File: src/status_two_pkg.sv
// Constants and carrier types for the second flash status register
package status_two_pkg;

	// Command opcodes seen by the status block
	localparam logic [7:0] OP_SUSPEND    = 8'h75;
	localparam logic [7:0] OP_RESUME     = 8'h7A;
	localparam logic [7:0] OP_RST_ENABLE = 8'h66;
	localparam logic [7:0] OP_RST_DEVICE = 8'h99;

	// Field positions inside the register
	localparam int SUSPEND_BIT    = 7;
	localparam int COMPLEMENT_BIT = 6;
	localparam int LOCK_LSB       = 3;
	localparam int LOCK_COUNT     = 3;

	// Values after reset
	localparam logic       SUSPEND_RESET    = 1'b0;
	localparam logic       COMPLEMENT_RESET = 1'b0;
	localparam logic [2:0] LOCK_RESET       = 3'h0;

	// Security register geometry, last byte is the lock trigger
	localparam logic [6:0] SEC_LAST_BYTE = 7'h7F;
	localparam logic [1:0] SEC_FACTORY   = 2'h0;

	// APB byte addresses
	localparam logic [7:0] ADDR_STATUS_TWO = 8'h00;
	localparam logic [7:0] ADDR_REFUSALS   = 8'h04;
	localparam logic [7:0] ADDR_COMMAND    = 8'h08;

	// Executed command from the serial command decoder
	typedef struct packed {
		logic       valid;
		logic [7:0] opcode;
	} cmd_t;

	// Byte program aimed at a security register
	typedef struct packed {
		logic       valid;
		logic [1:0] reg_sel;
		logic [6:0] byte_addr;
	} sec_prog_t;

	// Status register write command from the serial interface
	typedef struct packed {
		logic       valid;
		logic [7:0] data;
	} status_wr_t;

endpackage

File: src/otp_lock_cell.sv
// One-time lock bit: set by hardware, cleared only by reset
`timescale 1ns/1ns
module otp_lock_cell #(
	parameter logic RESET_VALUE = 1'b0
) (
	input  wire logic core_clk,
	input  wire logic srst,
	input  wire logic set_req,
	output logic      locked
);

	logic next_locked;

	// Sticky: once set nothing but reset returns it
	always_comb begin
		next_locked = locked | set_req;
	end

	always_ff @(posedge core_clk) begin
		if (srst) begin
			locked <= RESET_VALUE;
		end else begin
			locked <= next_locked;
		end
	end

endmodule // otp_lock_cell

File: src/flash_status_reg_two.sv
// Second flash status register: suspend flag, complement bit, OTP locks
`timescale 1ns/1ns
module flash_status_reg_two #(
	parameter int REFUSE_WIDTH = 8
) (
	input  wire logic                      core_clk,
	input  wire logic                      srst,
	// APB slave
	input  wire logic                      psel,
	input  wire logic                      penable,
	input  wire logic                      pwrite,
	input  wire logic [7:0]                paddr,
	input  wire logic [31:0]               pwdata,
	output logic [31:0]                    prdata,
	output logic                           pready,
	output logic                           pslverr,
	// Flash core side
	input  wire status_two_pkg::cmd_t      cmd,
	input  wire status_two_pkg::status_wr_t status_wr,
	input  wire status_two_pkg::sec_prog_t sec_prog,
	input  wire logic                      hw_reset_req,
	input  wire logic                      bus_reset_req,
	output logic                           sec_prog_allow,
	output logic                           soft_reset_pulse,
	output logic                           protect_complement,
	output logic [7:0]                     status_two
);

	// Register state
	logic                    suspend_flag;
	logic                    next_suspend_flag;
	logic                    next_protect_complement;
	logic                    reset_armed;
	logic                    next_reset_armed;
	logic                    next_soft_reset_pulse;
	logic [REFUSE_WIDTH-1:0] refusals;
	logic [REFUSE_WIDTH-1:0] next_refusals;
	logic [31:0]             next_prdata;
	logic [2:0]              security_lock_bits;
	logic [2:0]              lock_set;

	// APB decode
	logic apb_setup;
	logic apb_write;
	logic addr_hit;
	logic bus_cmd_valid;
	logic bus_stat_wr;

	// Command seen either from the serial decoder or from software
	logic       any_cmd;
	logic [7:0] any_opcode;

	// Zero wait states keep the master simple
	assign pready    = 1'b1;
	assign apb_setup = psel & ~penable;
	assign apb_write = psel & penable & pwrite;
	assign addr_hit  = (paddr == status_two_pkg::ADDR_STATUS_TWO) |
	                   (paddr == status_two_pkg::ADDR_REFUSALS) |
	                   (paddr == status_two_pkg::ADDR_COMMAND);
	assign pslverr   = psel & penable & ~addr_hit;

	// Software may inject a command byte or a status write
	assign bus_cmd_valid = apb_write & (paddr == status_two_pkg::ADDR_COMMAND);
	assign bus_stat_wr   = apb_write & (paddr == status_two_pkg::ADDR_STATUS_TWO);
	assign any_cmd       = cmd.valid | bus_cmd_valid;
	assign any_opcode    = cmd.valid ? cmd.opcode : pwdata[7:0];

	// Reset pair: 66h arms, 99h directly after fires
	always_comb begin
		next_reset_armed      = reset_armed;
		next_soft_reset_pulse = 1'b0;
		if (any_cmd) begin
			next_reset_armed = (any_opcode == status_two_pkg::OP_RST_ENABLE);
			next_soft_reset_pulse = reset_armed &
			                        (any_opcode == status_two_pkg::OP_RST_DEVICE);
		end
	end

	always_ff @(posedge core_clk) begin
		if (srst) begin
			reset_armed      <= 1'b0;
			soft_reset_pulse <= 1'b0;
		end else begin
			reset_armed      <= next_reset_armed;
			soft_reset_pulse <= next_soft_reset_pulse;
		end
	end

	// Suspend flag; a suspend in the same cycle as a clear wins
	always_comb begin
		next_suspend_flag = suspend_flag;
		if ((any_cmd && any_opcode == status_two_pkg::OP_RESUME) ||
		    hw_reset_req || bus_reset_req || next_soft_reset_pulse) begin
			next_suspend_flag = 1'b0;
		end
		if (any_cmd && any_opcode == status_two_pkg::OP_SUSPEND) begin
			next_suspend_flag = 1'b1;
		end
	end

	// Complement bit, written by either status write path
	always_comb begin
		next_protect_complement = protect_complement;
		if (status_wr.valid) begin
			next_protect_complement = status_wr.data[status_two_pkg::COMPLEMENT_BIT];
		end else if (bus_stat_wr) begin
			next_protect_complement = pwdata[status_two_pkg::COMPLEMENT_BIT];
		end
	end

	always_ff @(posedge core_clk) begin
		if (srst) begin
			suspend_flag       <= status_two_pkg::SUSPEND_RESET;
			protect_complement <= status_two_pkg::COMPLEMENT_RESET;
		end else begin
			suspend_flag       <= next_suspend_flag;
			protect_complement <= next_protect_complement;
		end
	end

	always_comb begin
		sec_prog_allow = 1'b0;
		case (sec_prog.reg_sel)
			2'h1: sec_prog_allow = ~security_lock_bits[0];
			2'h2: sec_prog_allow = ~security_lock_bits[1];
			2'h3: sec_prog_allow = ~security_lock_bits[2];
			default: sec_prog_allow = 1'b0;
		endcase
	end

	// last byte programmed sets the lock
	always_comb begin
		lock_set = 3'h0;
		if (sec_prog.valid && sec_prog_allow &&
		    sec_prog.byte_addr == status_two_pkg::SEC_LAST_BYTE) begin
			lock_set[sec_prog.reg_sel - 2'h1] = 1'b1;
		end
	end

	// lock cells reset to unlocked, no write path
	genvar gi;
	generate
		for (gi = 0; gi < status_two_pkg::LOCK_COUNT; gi++) begin : g_lock
			otp_lock_cell #(
				.RESET_VALUE (status_two_pkg::LOCK_RESET[gi])
			) u_lock (
				.core_clk (core_clk),
				.srst     (srst),
				.set_req  (lock_set[gi]),
				.locked   (security_lock_bits[gi])
			);
		end
	endgenerate

	// Count refused security programs, saturating so it never wraps
	always_comb begin
		next_refusals = refusals;
		if (sec_prog.valid && !sec_prog_allow && refusals != '1) begin
			next_refusals = refusals + 1'b1;
		end
	end

	always_ff @(posedge core_clk) begin
		if (srst) begin
			refusals <= '0;
		end else begin
			refusals <= next_refusals;
		end
	end

	// bit order of the lock field
	// status writes reach only the complement bit
	always_comb begin
		status_two = 8'h00;
		status_two[status_two_pkg::SUSPEND_BIT]    = suspend_flag;
		status_two[status_two_pkg::COMPLEMENT_BIT] = protect_complement;
		status_two[status_two_pkg::LOCK_LSB +: 3]  = security_lock_bits;
	end

	// Read data captured in setup so it stands through the access phase
	always_comb begin
		next_prdata = prdata;
		if (apb_setup && !pwrite) begin
			case (paddr)
				status_two_pkg::ADDR_STATUS_TWO: next_prdata = {24'h000000, status_two};
				status_two_pkg::ADDR_REFUSALS:
					next_prdata = 32'(refusals);
				default: next_prdata = 32'h00000000;
			endcase
		end
	end

	always_ff @(posedge core_clk) begin
		if (srst) begin
			prdata <= 32'h00000000;
		end else begin
			prdata <= next_prdata;
		end
	end
endmodule // flash_status_reg_two

File: config.mk
export PLATFORM = sky130hd
export DESIGN_NAME = flash_status_reg_two
export DESIGN_NICKNAME = d
export VERILOG_FILES = /design/src/status_two_pkg.sv /design/src/otp_lock_cell.sv /design/src/flash_status_reg_two.sv
export SDC_FILE = /design/constraint.sdc
export NUM_CORES = 1
export LEC_CHECK = 0
export ABC_AREA = 1
export BUFFER_PORTS_ARGS = -buffer_cell sky130_fd_sc_hd__buf_2
export CAP_MARGIN = 20
export CORE_ASPECT_RATIO = 0.9
export CORE_MARGIN = 2
export CORE_UTILIZATION = 30
export CTS_CLUSTER_DIAMETER = 120
export CTS_CLUSTER_SIZE = 24
export DETAILED_ROUTE_END_ITERATION = 8
export PLACE_DENSITY = 0.67
export SYNTH_ARGS = -nofsm -noshare
export SYNTH_HDL_FRONTEND = slang
export SYNTH_SLANG_ARGS = --single-unit
File: constraint.sdc
create_clock -name core_clk -period 2.5 [get_ports core_clk]
set_input_delay 0.25 -clock core_clk [delete_from_list [all_inputs] [get_ports core_clk]]
set_output_delay 0.25 -clock core_clk [all_outputs]
set_load 0.01 [all_outputs]
==> results of run 1 <==
-- worst min-delay path: stages --
cell and delay [ns]:
buf_2 0.09, inv_1 0.06, a31oi_1 0.08
-- routing by layer --
layer  wire length, µm  GRT usage  vias up
li1                  -          -      850
met2              1557     0.1996       49
met1              1597     0.1363      635
met3               259    0.03519        5
met4                16    0.01667        0
met5                 0          0        -
-- power by group through the flow --
stage / Clock [W] / Sequential, W / Combinational (W)
2_1_floorplan: 0 / 0.000391 / 0.000123
3_3_place_gp: 0 / 0.000389 / 0.000145
3_5_place_dp: 0 / 0.000389 / 0.000147
4_1_cts: 0.000241 / 0.000381 / 0.000147
5_1_grt: 0.000250 / 0.000382 / 0.000168
6_report: 0.000232 / 0.000381 / 0.000146
-- sequential cells by signal, indices dropped and copies added (netlist names) --
| name | cells |
|---|---|
| g_lock.u_lock.locked | 3 |
| prdata | 8 |
| protect_complement | 1 |
| refusals | 8 |
| reset_armed | 1 |
| soft_reset_pulse | 1 |
| suspend_flag | 1 |
-- layout by cell type, fill, tap and decap left out, types with 2 or more instances in the layout --
master	n
buf_2	60
nand2_1	56
inv_1	38
conb_1	28
nor2_1	25
nand3_1	24
dfxtp_1	23
a21oi_1	11
o21ai_0	7
nor3_1	5
inv_2	3
o21ai_1	3
nand4_1	3
o211ai_1	3
clkbuf_8	3
nor2_4	2
nor2_2	2
o21bai_1	2
-- per-stage QoR --
step / power (W) / util / cell area (µm²) / setup slack (ns)
3_3_place_gp: 0.0005340 / 0.3531 / 1856 / 1.067
2_1_floorplan: 0.0005136 / - / 1735 / 1.217
4_1_cts: 0.0007685 / 0.3619 / 1902 / 1.021
3_5_place_dp: 0.0005360 / 0.3531 / 1856 / 1.044
5_1_grt: 0.0008002 / 0.3619 / 1902 / 0.8795
6_report: 0.0007593 / 0.3619 / 1902 / 1.018
-- final timing paths --
path,startpoint,to,depth (start not counted)
hold / removal,status_wr[8],protect_complement,3
hold reg to reg,prdata[2],prdata[2],2
setup / recovery,refusals[1],refusals[6],8
setup reg to reg,refusals[1],refusals[6],8
-- logic make-up (layout without fill, tap and decap cells) --
| kind of cell | count (synthesis) | count (layout) | synth area share |
|---|---|---|---|
| other | 2 | 28 | 0.004585 |
| buffers and inverters | 79 | 107 | 0.2636 |
| xor gates and xnor gates | 1 | 1 | 0.005349 |
| adders and majority gates | 1 | 1 | 0.007638 |
| DFF | 23 | 23 | 0.2811 |
| AOI/OAI and AO/OA | 29 | 29 | 0.09931 |
| and+or+nand+nor | 122 | 122 | 0.3384 |
-- area by class of cell --
cell class,instances,share of cell area
Clock buffer,3,0.02171
Clock inverter,1,0.002632
Inverter,42,0.08421
Multi-Input combinational cell,181,0.4434
Sequential cell,23,0.2421
Tap cell,67,0.04408
Timing Repair Buffer,61,0.1618
==> flow_metrics.py, run 1 <==
metrics = {
    "min_path": {
        "hp-class": "input pin to register",
    },
    "detailed_routing": {
        "wl_um": 3430,
        "vias_per_cell": 4.071,
        "drc_errors": 0,
        "first_pass_iters": 4,
        "postRouteAntennaNets": 0,
        "drtIter0Drc": 48,
        "vias": 1539,
        "post_drt_wl_per_cell_um": 9.074,
    },
    "synth": {
        "synth_top_area_share": 0.2811,
        "netlist_area_um2": 1638,
        "ys_ff_latch": 23,
        "synth_flop_cell": "dfxtp_1",
        "synth_cell_type_count": 31,
        "yosysTopAreaCell": "dfxtp_1",
        "synth-edff-count": 0,
        "yosysMostFrequentCell": "nand2_1",
        "synth.top_cells.by_area": "dfxtp_1 (28%), buf_4 (16%), nand2_1 (13%)",
        "synth_cells": 257,
        "synth_commonest_cells": "nand2_1 (56), inv_1 (38), buf_4 (34), nor2_1 (25), nand3_1 (24)",
        "yosysSeqAreaShare": 0.2811,
        "async_reset_ff_frac": 0,
        "syn_area_per_cell_um2": 6.373,
        "ys.warnings.count": 0,
    },
    "cells_and_area": {
        "drive_gt1_frac": 0.2476,
        "seq_area_um2": 460.4,
        "final_cells": 378,
        "n_antenna_cell": 0,
        "n_fill_cell": 601,
        "synthToLayoutAreaGrowth_pct": 16.12,
        "multi_input_area_um2": 843.3,
        "nets": 388,
    },
    "pwr": {
        "p_leak_nw": 1.018,
        "switching_share": 0.2874,
        "power_frac_comb": 0.193,
        "pwr_density_cell_nw_per_um2": 399.2,
        "peakVddDrop_uv": 221.7,
        "pwr-share-seq": 0.502,
        "p_int_w": 0.0005411,
        "p_sw_w": 0.0002182,
        "clockPowerShare": 0.306,
    },
    "setup_path": {
        "crit_family": "simple AND/OR/NAND/NOR gates",
        "arrival_ns": 1.65,
        "start_kind": "register",
        "cp-end-kind": "register",
        "slowest_stage": "dfxtp_1",
        "path_class": "register to register",
        "slowest_delay_ns": 0.39,
        "required_ns": 2.67,
        "worst_path_most_repeated_cell": "nand3_1",
        "crit_fanout": 8,
        "timing.critical_path.cells": "ha_1 > nand3_1 > nor2_2 > nand3_1 > nand3_4 > inv_4 > a21oi_1 > nor2_1",
        "ff2ff_setup_slack_ns": 1.02,
        "crit_buf_inv": 1,
    },
    "clock_tree": {
        "cts_sinks": 23,
        "htree_levels": 1,
        "clockBufferDepth": 2,
        "holdBufCountCts": 0,
        "cts_resized": 0,
        "clk_pin_slew_ns": 0.09,
        "clock-root-buffer": "clkbuf_8",
        "clk_latency_ns": 0.27,
        "numCtsBuffers": 3,
        "cts_post_setup_buffers_inserted": 0,
        "cts_tree": "done",
    },
    "sta": {
        "rsz0062_at_grt": "false",
        "finalCritPeriodShare": 0.5928,
        "fin_skew_ns": 0.01075,
        "max_clock_freq_mhz": 674.7,
        "tns_ns": 0,
        "period_needed_ns": 1.482,
        "finalHoldViolations": 0,
        "setup_viol": 0,
        "drv_slew": 0,
        "hold-worst-slack_ns": 0.2555,
    },
    "global_route": {
        "grt_util_all_layers": 0.1125,
        "grt_max_degree": 14,
        "grt_pass1_vias": 1354,
        "overflow": 0,
        "antenna_found_initial": 0,
        "grt_pass1_wl_um": 5471,
    },
    "placed_design": {
        "port_buffers": 60,
        "dp_hpwl_um": 2831,
        "placed_cells": 374,
        "gp_congestion": 0.8531,
    },
    "floorplan": {
        "dieWidth_um": 81.89,
        "rows": 25,
        "start_util": 0.3117,
        "core_um2": 5255,
        "num_io_pins": 120,
        "design.die.area_um2": 6067,
        "fp.dieH_um": 74.10,
    },
    "job": {
        "drv_cap": 0,
    },
    "outcome": {
        "status": "completed",
    },
}
Note: power is estimated with default switching activity, not from simulation.
==> inputs of run 2 (changes only) <==
Clock period 2.5 ns to 1.4 ns, I/O delays scaled along.
==> run 2 against run 1 <==
First-iteration DRC count increased by 77%. Fmax increased by 13%. Wire length increased by 6.1%. Worst hold slack got worse by 0.10 ns. Sequential power increased by 79%. Combinational power increased by 92%. Sequential cell count unchanged. Critical path type unchanged. Largest cell class unchanged.
==> flow_metrics.py, run 2 (synthesis results as in run 1) <==
metrics = {
    "outcome": {
        "status": "completed",
    },
    "pwr": {
        "peakVddDrop_uv": 315.3,
        "pwr_density_cell_nw_per_um2": 671.5,
        "p_leak_nw": 1.067,
    },
    "cells_and_area": {
        "drive_gt1_frac": 0.3135,
        "reg_top3": "prdata: 8 flops, refusals: 8 flops, g_lock.u_lock.locked: 3 flops",
        "nets": 396,
        "layout_commonest_cell": "buf_2",
        "synthToLayoutAreaGrowth_pct": 23.91,
        "n_fill_cell": 573,
        "seq_area_um2": 466.7,
        "multi_input_area_um2": 903.4,
        "mostFrequentLayoutCells": "buf_2 (60), nand2_1 (56), inv_1 (37)",
        "n_antenna_cell": 0,
        "fin_util": 0.3862,
    },
    "floorplan": {
        "start_util": 0.3117,
        "design.die.area_um2": 6067,
        "fp.dieH_um": 74.10,
        "core_um2": 5255,
        "dieWidth_um": 81.89,
        "num_io_pins": 120,
        "rows": 25,
    },
    "sta": {
        "max_clock_freq_mhz": 764.8,
        "drv_slew": 0,
        "fin_skew_ns": 0.002294,
        "setup_viol": 0,
        "finalCritPeriodShare": 0.9339,
        "finalHoldViolations": 0,
        "hold-worst-slack_ns": 0.1542,
        "period_needed_ns": 1.307,
    },
    "detailed_routing": {
        "first_pass_iters": 4,
        "wl_um": 3639,
        "vias_per_cell": 4.161,
        "drc_errors": 0,
        "vias": 1606,
        "postRouteAntennaNets": 0,
        "drtIter0Drc": 85,
        "post_drt_wl_per_cell_um": 9.427,
    },
    "setup_path": {
        "ff2ff_setup_slack_ns": 0.09,
        "path_class": "register to register",
        "start_kind": "register",
        "required_ns": 1.55,
        "crit_fanout": 3,
        "cp-end-kind": "register",
        "arrival_ns": 1.46,
    },
    "placed_design": {
        "dp_hpwl_um": 2889,
        "port_buffers": 60,
        "gp_congestion": 0.8594,
    },
    "clock_tree": {
        "clock-root-buffer": "clkbuf_8",
        "cts_tree": "done",
        "htree_levels": 1,
        "clockBufferDepth": 2,
        "clk_pin_slew_ns": 0.08,
        "numCtsBuffers": 3,
        "clk_latency_ns": 0.26,
        "cts_sinks": 23,
    },
    "global_route": {
        "grt_util_all_layers": 0.1214,
        "overflow": 0,
        "grt_pass1_wl_um": 5851,
        "grt_max_degree": 13,
        "grt_pass1_vias": 1413,
        "antenna_found_initial": 0,
    },
    "min_path": {
        "hp-class": "input pin to register",
    },
    "job": {
        "drv_cap": 0,
    },
}
[run 2: metrics by stage]
step / total power [W] / instance area (µm²) / worst slack (ns) / setup TNS, ns / std cells
final: 0.001363 / 2029 / 0.09254 / 0 / 386
after global routing: 0.001449 / 2029 / -0.01392 / -0.02637 / 386
after CTS: 0.001375 / 1959 / 0.02249 / 0 / 384
after detailed placement: 0.0009670 / 1893 / 0.01533 / 0 / 379
after global placement: 0.0009622 / 1893 / 0.05825 / 0 / 379
after floorplan: 0.0009171 / 1735 / 0.1171 / 0 / 283
[run 2: final timing paths]
check / start / endpoint / depth (start not counted)
setup / recovery: refusals[0] / refusals[5] / 6
hold / removal: status_wr[8] / protect_complement / 3
setup reg to reg: refusals[0] / refusals[5] / 6
hold reg to reg: prdata[1] / prdata[1] / 2
[run 2: layout make-up]
type / instances / share of cell area
sequential: 23 / 0.2300
multi-input combinational: 181 / 0.4451
tap: 67 / 0.04131
timing repair buffer: 69 / 0.1813
inverter: 42 / 0.08015
clock buffer: 4 / 0.02219
[run 2: timing repair]
| item | 4_1_cts | 5_1_grt |
|---|---|---|
| gates cloned | 0 | 0 |
| pin swaps | 2 | 7 |
| hold buffers | 0 | 0 |
| setup buffers | 1 | 2 |
| resized for setup | 5 | 14 |
| setup endpoints to repair | 1 | 9 |
[run 2: worst max-delay path, stage by stage, from the launching register on]
cell and delay, ns:
dfxtp_2 0.35, buf_4 0.11, inv_1 0.05, nor2_1 0.23
nand3_2 0.15, nor3_1 0.24, nor3_2 0.07
[run 2: routing by layer]
| metal | global-route usage | wire length [µm] | vias to the layer above |
|---|---|---|---|
| li1 | - | - | 866 |
| met3 | 0.03883 | 320 | 2 |
| met2 | 0.2177 | 1734 | 57 |
| met5 | 0 | 0 | - |
| met1 | 0.1453 | 1575 | 681 |
| met4 | 0.01667 | 8 | 0 |
[run 2: where the power goes]
| part | internal (W) | switching, W | total, W |
|---|---|---|---|
| Combinational | 0.000109 | 0.000171 | 0.000280 |
| Clock | 0.000203 | 0.000199 | 0.000402 |
| Sequential | 0.000670 | 0.0000107 | 0.000681 |
==> inputs of run 3 (changes only) <==
Settings changed: REMOVE_ABC_BUFFERS from default to 1.
Clock period 1.4 ns to 1.5 ns, I/O delays scaled along.
==> run 3 against run 2 <==
Cell count decreased by 0.52%. Largest cell class unchanged. Setup slack got worse by 0.027 ns. Total power decreased by 5.4%. Largest power group unchanged. Critical path depth increased by 2.
==> flow_metrics.py, run 3 (synthesis results as in run 1) <==
metrics = {
    "global_route": {
        "overflow": 0,
        "antenna_found_initial": 0,
        "grt_pass1_vias": 1390,
        "grt_pass1_wl_um": 5720,
        "grt_util_all_layers": 0.1172,
        "grt_max_degree": 15,
    },
    "detailed_routing": {
        "vias": 1625,
        "post_drt_wl_per_cell_um": 9.406,
        "drtIter0Drc": 57,
        "vias_per_cell": 4.232,
        "wl_um": 3612,
        "first_pass_iters": 4,
        "drc_errors": 0,
        "postRouteAntennaNets": 0,
    },
    "min_path": {
        "whs_path_depth": 3,
        "hp-class": "input pin to register",
        "min_from": "status_wr[8]",
    },
    "floorplan": {
        "rows": 25,
        "design.die.area_um2": 6067,
        "dieWidth_um": 81.89,
        "fp.dieH_um": 74.10,
        "num_io_pins": 120,
        "core_um2": 5255,
        "start_util": 0.3117,
    },
    "cells_and_area": {
        "n_antenna_cell": 0,
        "synthToLayoutAreaGrowth_pct": 20.47,
        "multi_input_area_um2": 864.6,
        "mostFrequentLayoutCells": "buf_2 (60), nand2_1 (56), inv_1 (38)",
        "layout_commonest_cell": "buf_2",
        "final_area_um2": 1973,
        "drive_gt1_frac": 0.2808,
        "seq_area_um2": 462.9,
        "reg_top3": "prdata: 8 flops, refusals: 8 flops, g_lock.u_lock.locked: 3 flops",
        "final_cells": 384,
        "fin_util": 0.3755,
        "n_fill_cell": 574,
        "nets": 394,
    },
    "placed_design": {
        "gp_congestion": 0.8572,
        "dp_hpwl_um": 2850,
        "post-place-ws_ns": 0.07304,
        "port_buffers": 60,
        "place_area_um2": 1871,
        "placed_cells": 376,
    },
    "setup_path": {
        "start_kind": "register",
        "required_ns": 1.67,
        "cp-startpoint": "refusals[1]",
        "crit_fanout": 8,
        "path_class": "register to register",
        "reg2regPathDepth": 8,
        "arrival_ns": 1.60,
        "cp-end-kind": "register",
        "rr_startpoint": "refusals[1]",
    },
    "pwr": {
        "peakVddDrop_uv": 240.5,
        "p_leak_nw": 1.045,
        "pwr_density_cell_nw_per_um2": 653.4,
        "total_power_w": 0.001289,
    },
    "sta": {
        "setup_viol": 0,
        "finalCritPeriodShare": 0.9566,
        "finalHoldViolations": 0,
        "fin_skew_ns": 0.007144,
        "max_clock_freq_mhz": 696.9,
        "drv_slew": 0,
        "fin_ws_ns": 0.06507,
        "period_needed_ns": 1.435,
    },
    "job": {
        "drv_cap": 0,
    },
    "clock_tree": {
        "cts_sinks": 23,
        "cts_tree": "done",
        "clockBufferDepth": 2,
        "htree_levels": 1,
        "clk_pin_slew_ns": 0.09,
        "clock-root-buffer": "clkbuf_8",
        "holdBufCountCts": 0,
        "numCtsBuffers": 3,
        "clk_latency_ns": 0.27,
    },
    "outcome": {
        "status": "completed",
    },
}
-- run 3: cell types whose count changed in the layout (fill, tap and decap cells not counted), sizes merged --
cell and change:
buf -2, clkbuf -1, clkinvlp +1
-- run 3: path summary, 6_finish.rpt --
kind / to / slack (ns)
max reg2reg: refusals[3] / 0.07
max: refusals[3] / 0.07
min reg2reg: prdata[1] / 0.47
min: protect_complement / 0.15
-- run 3: what timing repair did --
action	4_1_cts	5_1_grt
buffers inserted	0	4
gates resized for setup	0	7
setup endpoints to repair	0	8
-- run 3: report_power, final --
part	internal, W	total [W]	switching, W
Sequential	0.000625	0.000635	0.00000989
Clock	0.000188	0.000397	0.000208
Combinational	0.000101	0.000257	0.000157
Total	0.000914	0.00129	0.000375
-- run 3: through the flow --
stage,TNS [ns],hold WS (ns)
5_1_grt,-0.05504,0.1582
4_1_cts,0,0.1467
3_5_place_dp,0,0.4414
6_report,0,0.1485
3_3_place_gp,0,0.4266
2_1_floorplan,0,0.2191
-- run 3: worst max-delay path, stage by stage (launching register included) --
cell	delay [ns]
dfxtp_2	0.35
ha_2	0.19
nand3_2	0.11
nor2_4	0.14
nand3_2	0.10
nand3_4	0.18
inv_4	0.07
a21oi_1	0.13
nor2_1	0.06
-- run 3: per-layer routing --
| layer | part of all wire | track usage |
|---|---|---|
| met5 | 0 | 0 |
| met4 | 0.011 | 0.02778 |
| met3 | 0.071 | 0.02306 |
| met2 | 0.44 | 0.2023 |
| met1 | 0.48 | 0.1509 |
-- run 3: final cells by class --
| type | count | area share |
|---|---|---|
| clock buffer | 3 | 0.02093 |
| clock inverter | 1 | 0.003805 |
| inverter | 42 | 0.08117 |
| multi-input combinational | 181 | 0.4382 |
| sequential | 23 | 0.2346 |
| tap | 67 | 0.04249 |
| timing repair buffer | 67 | 0.1788 |
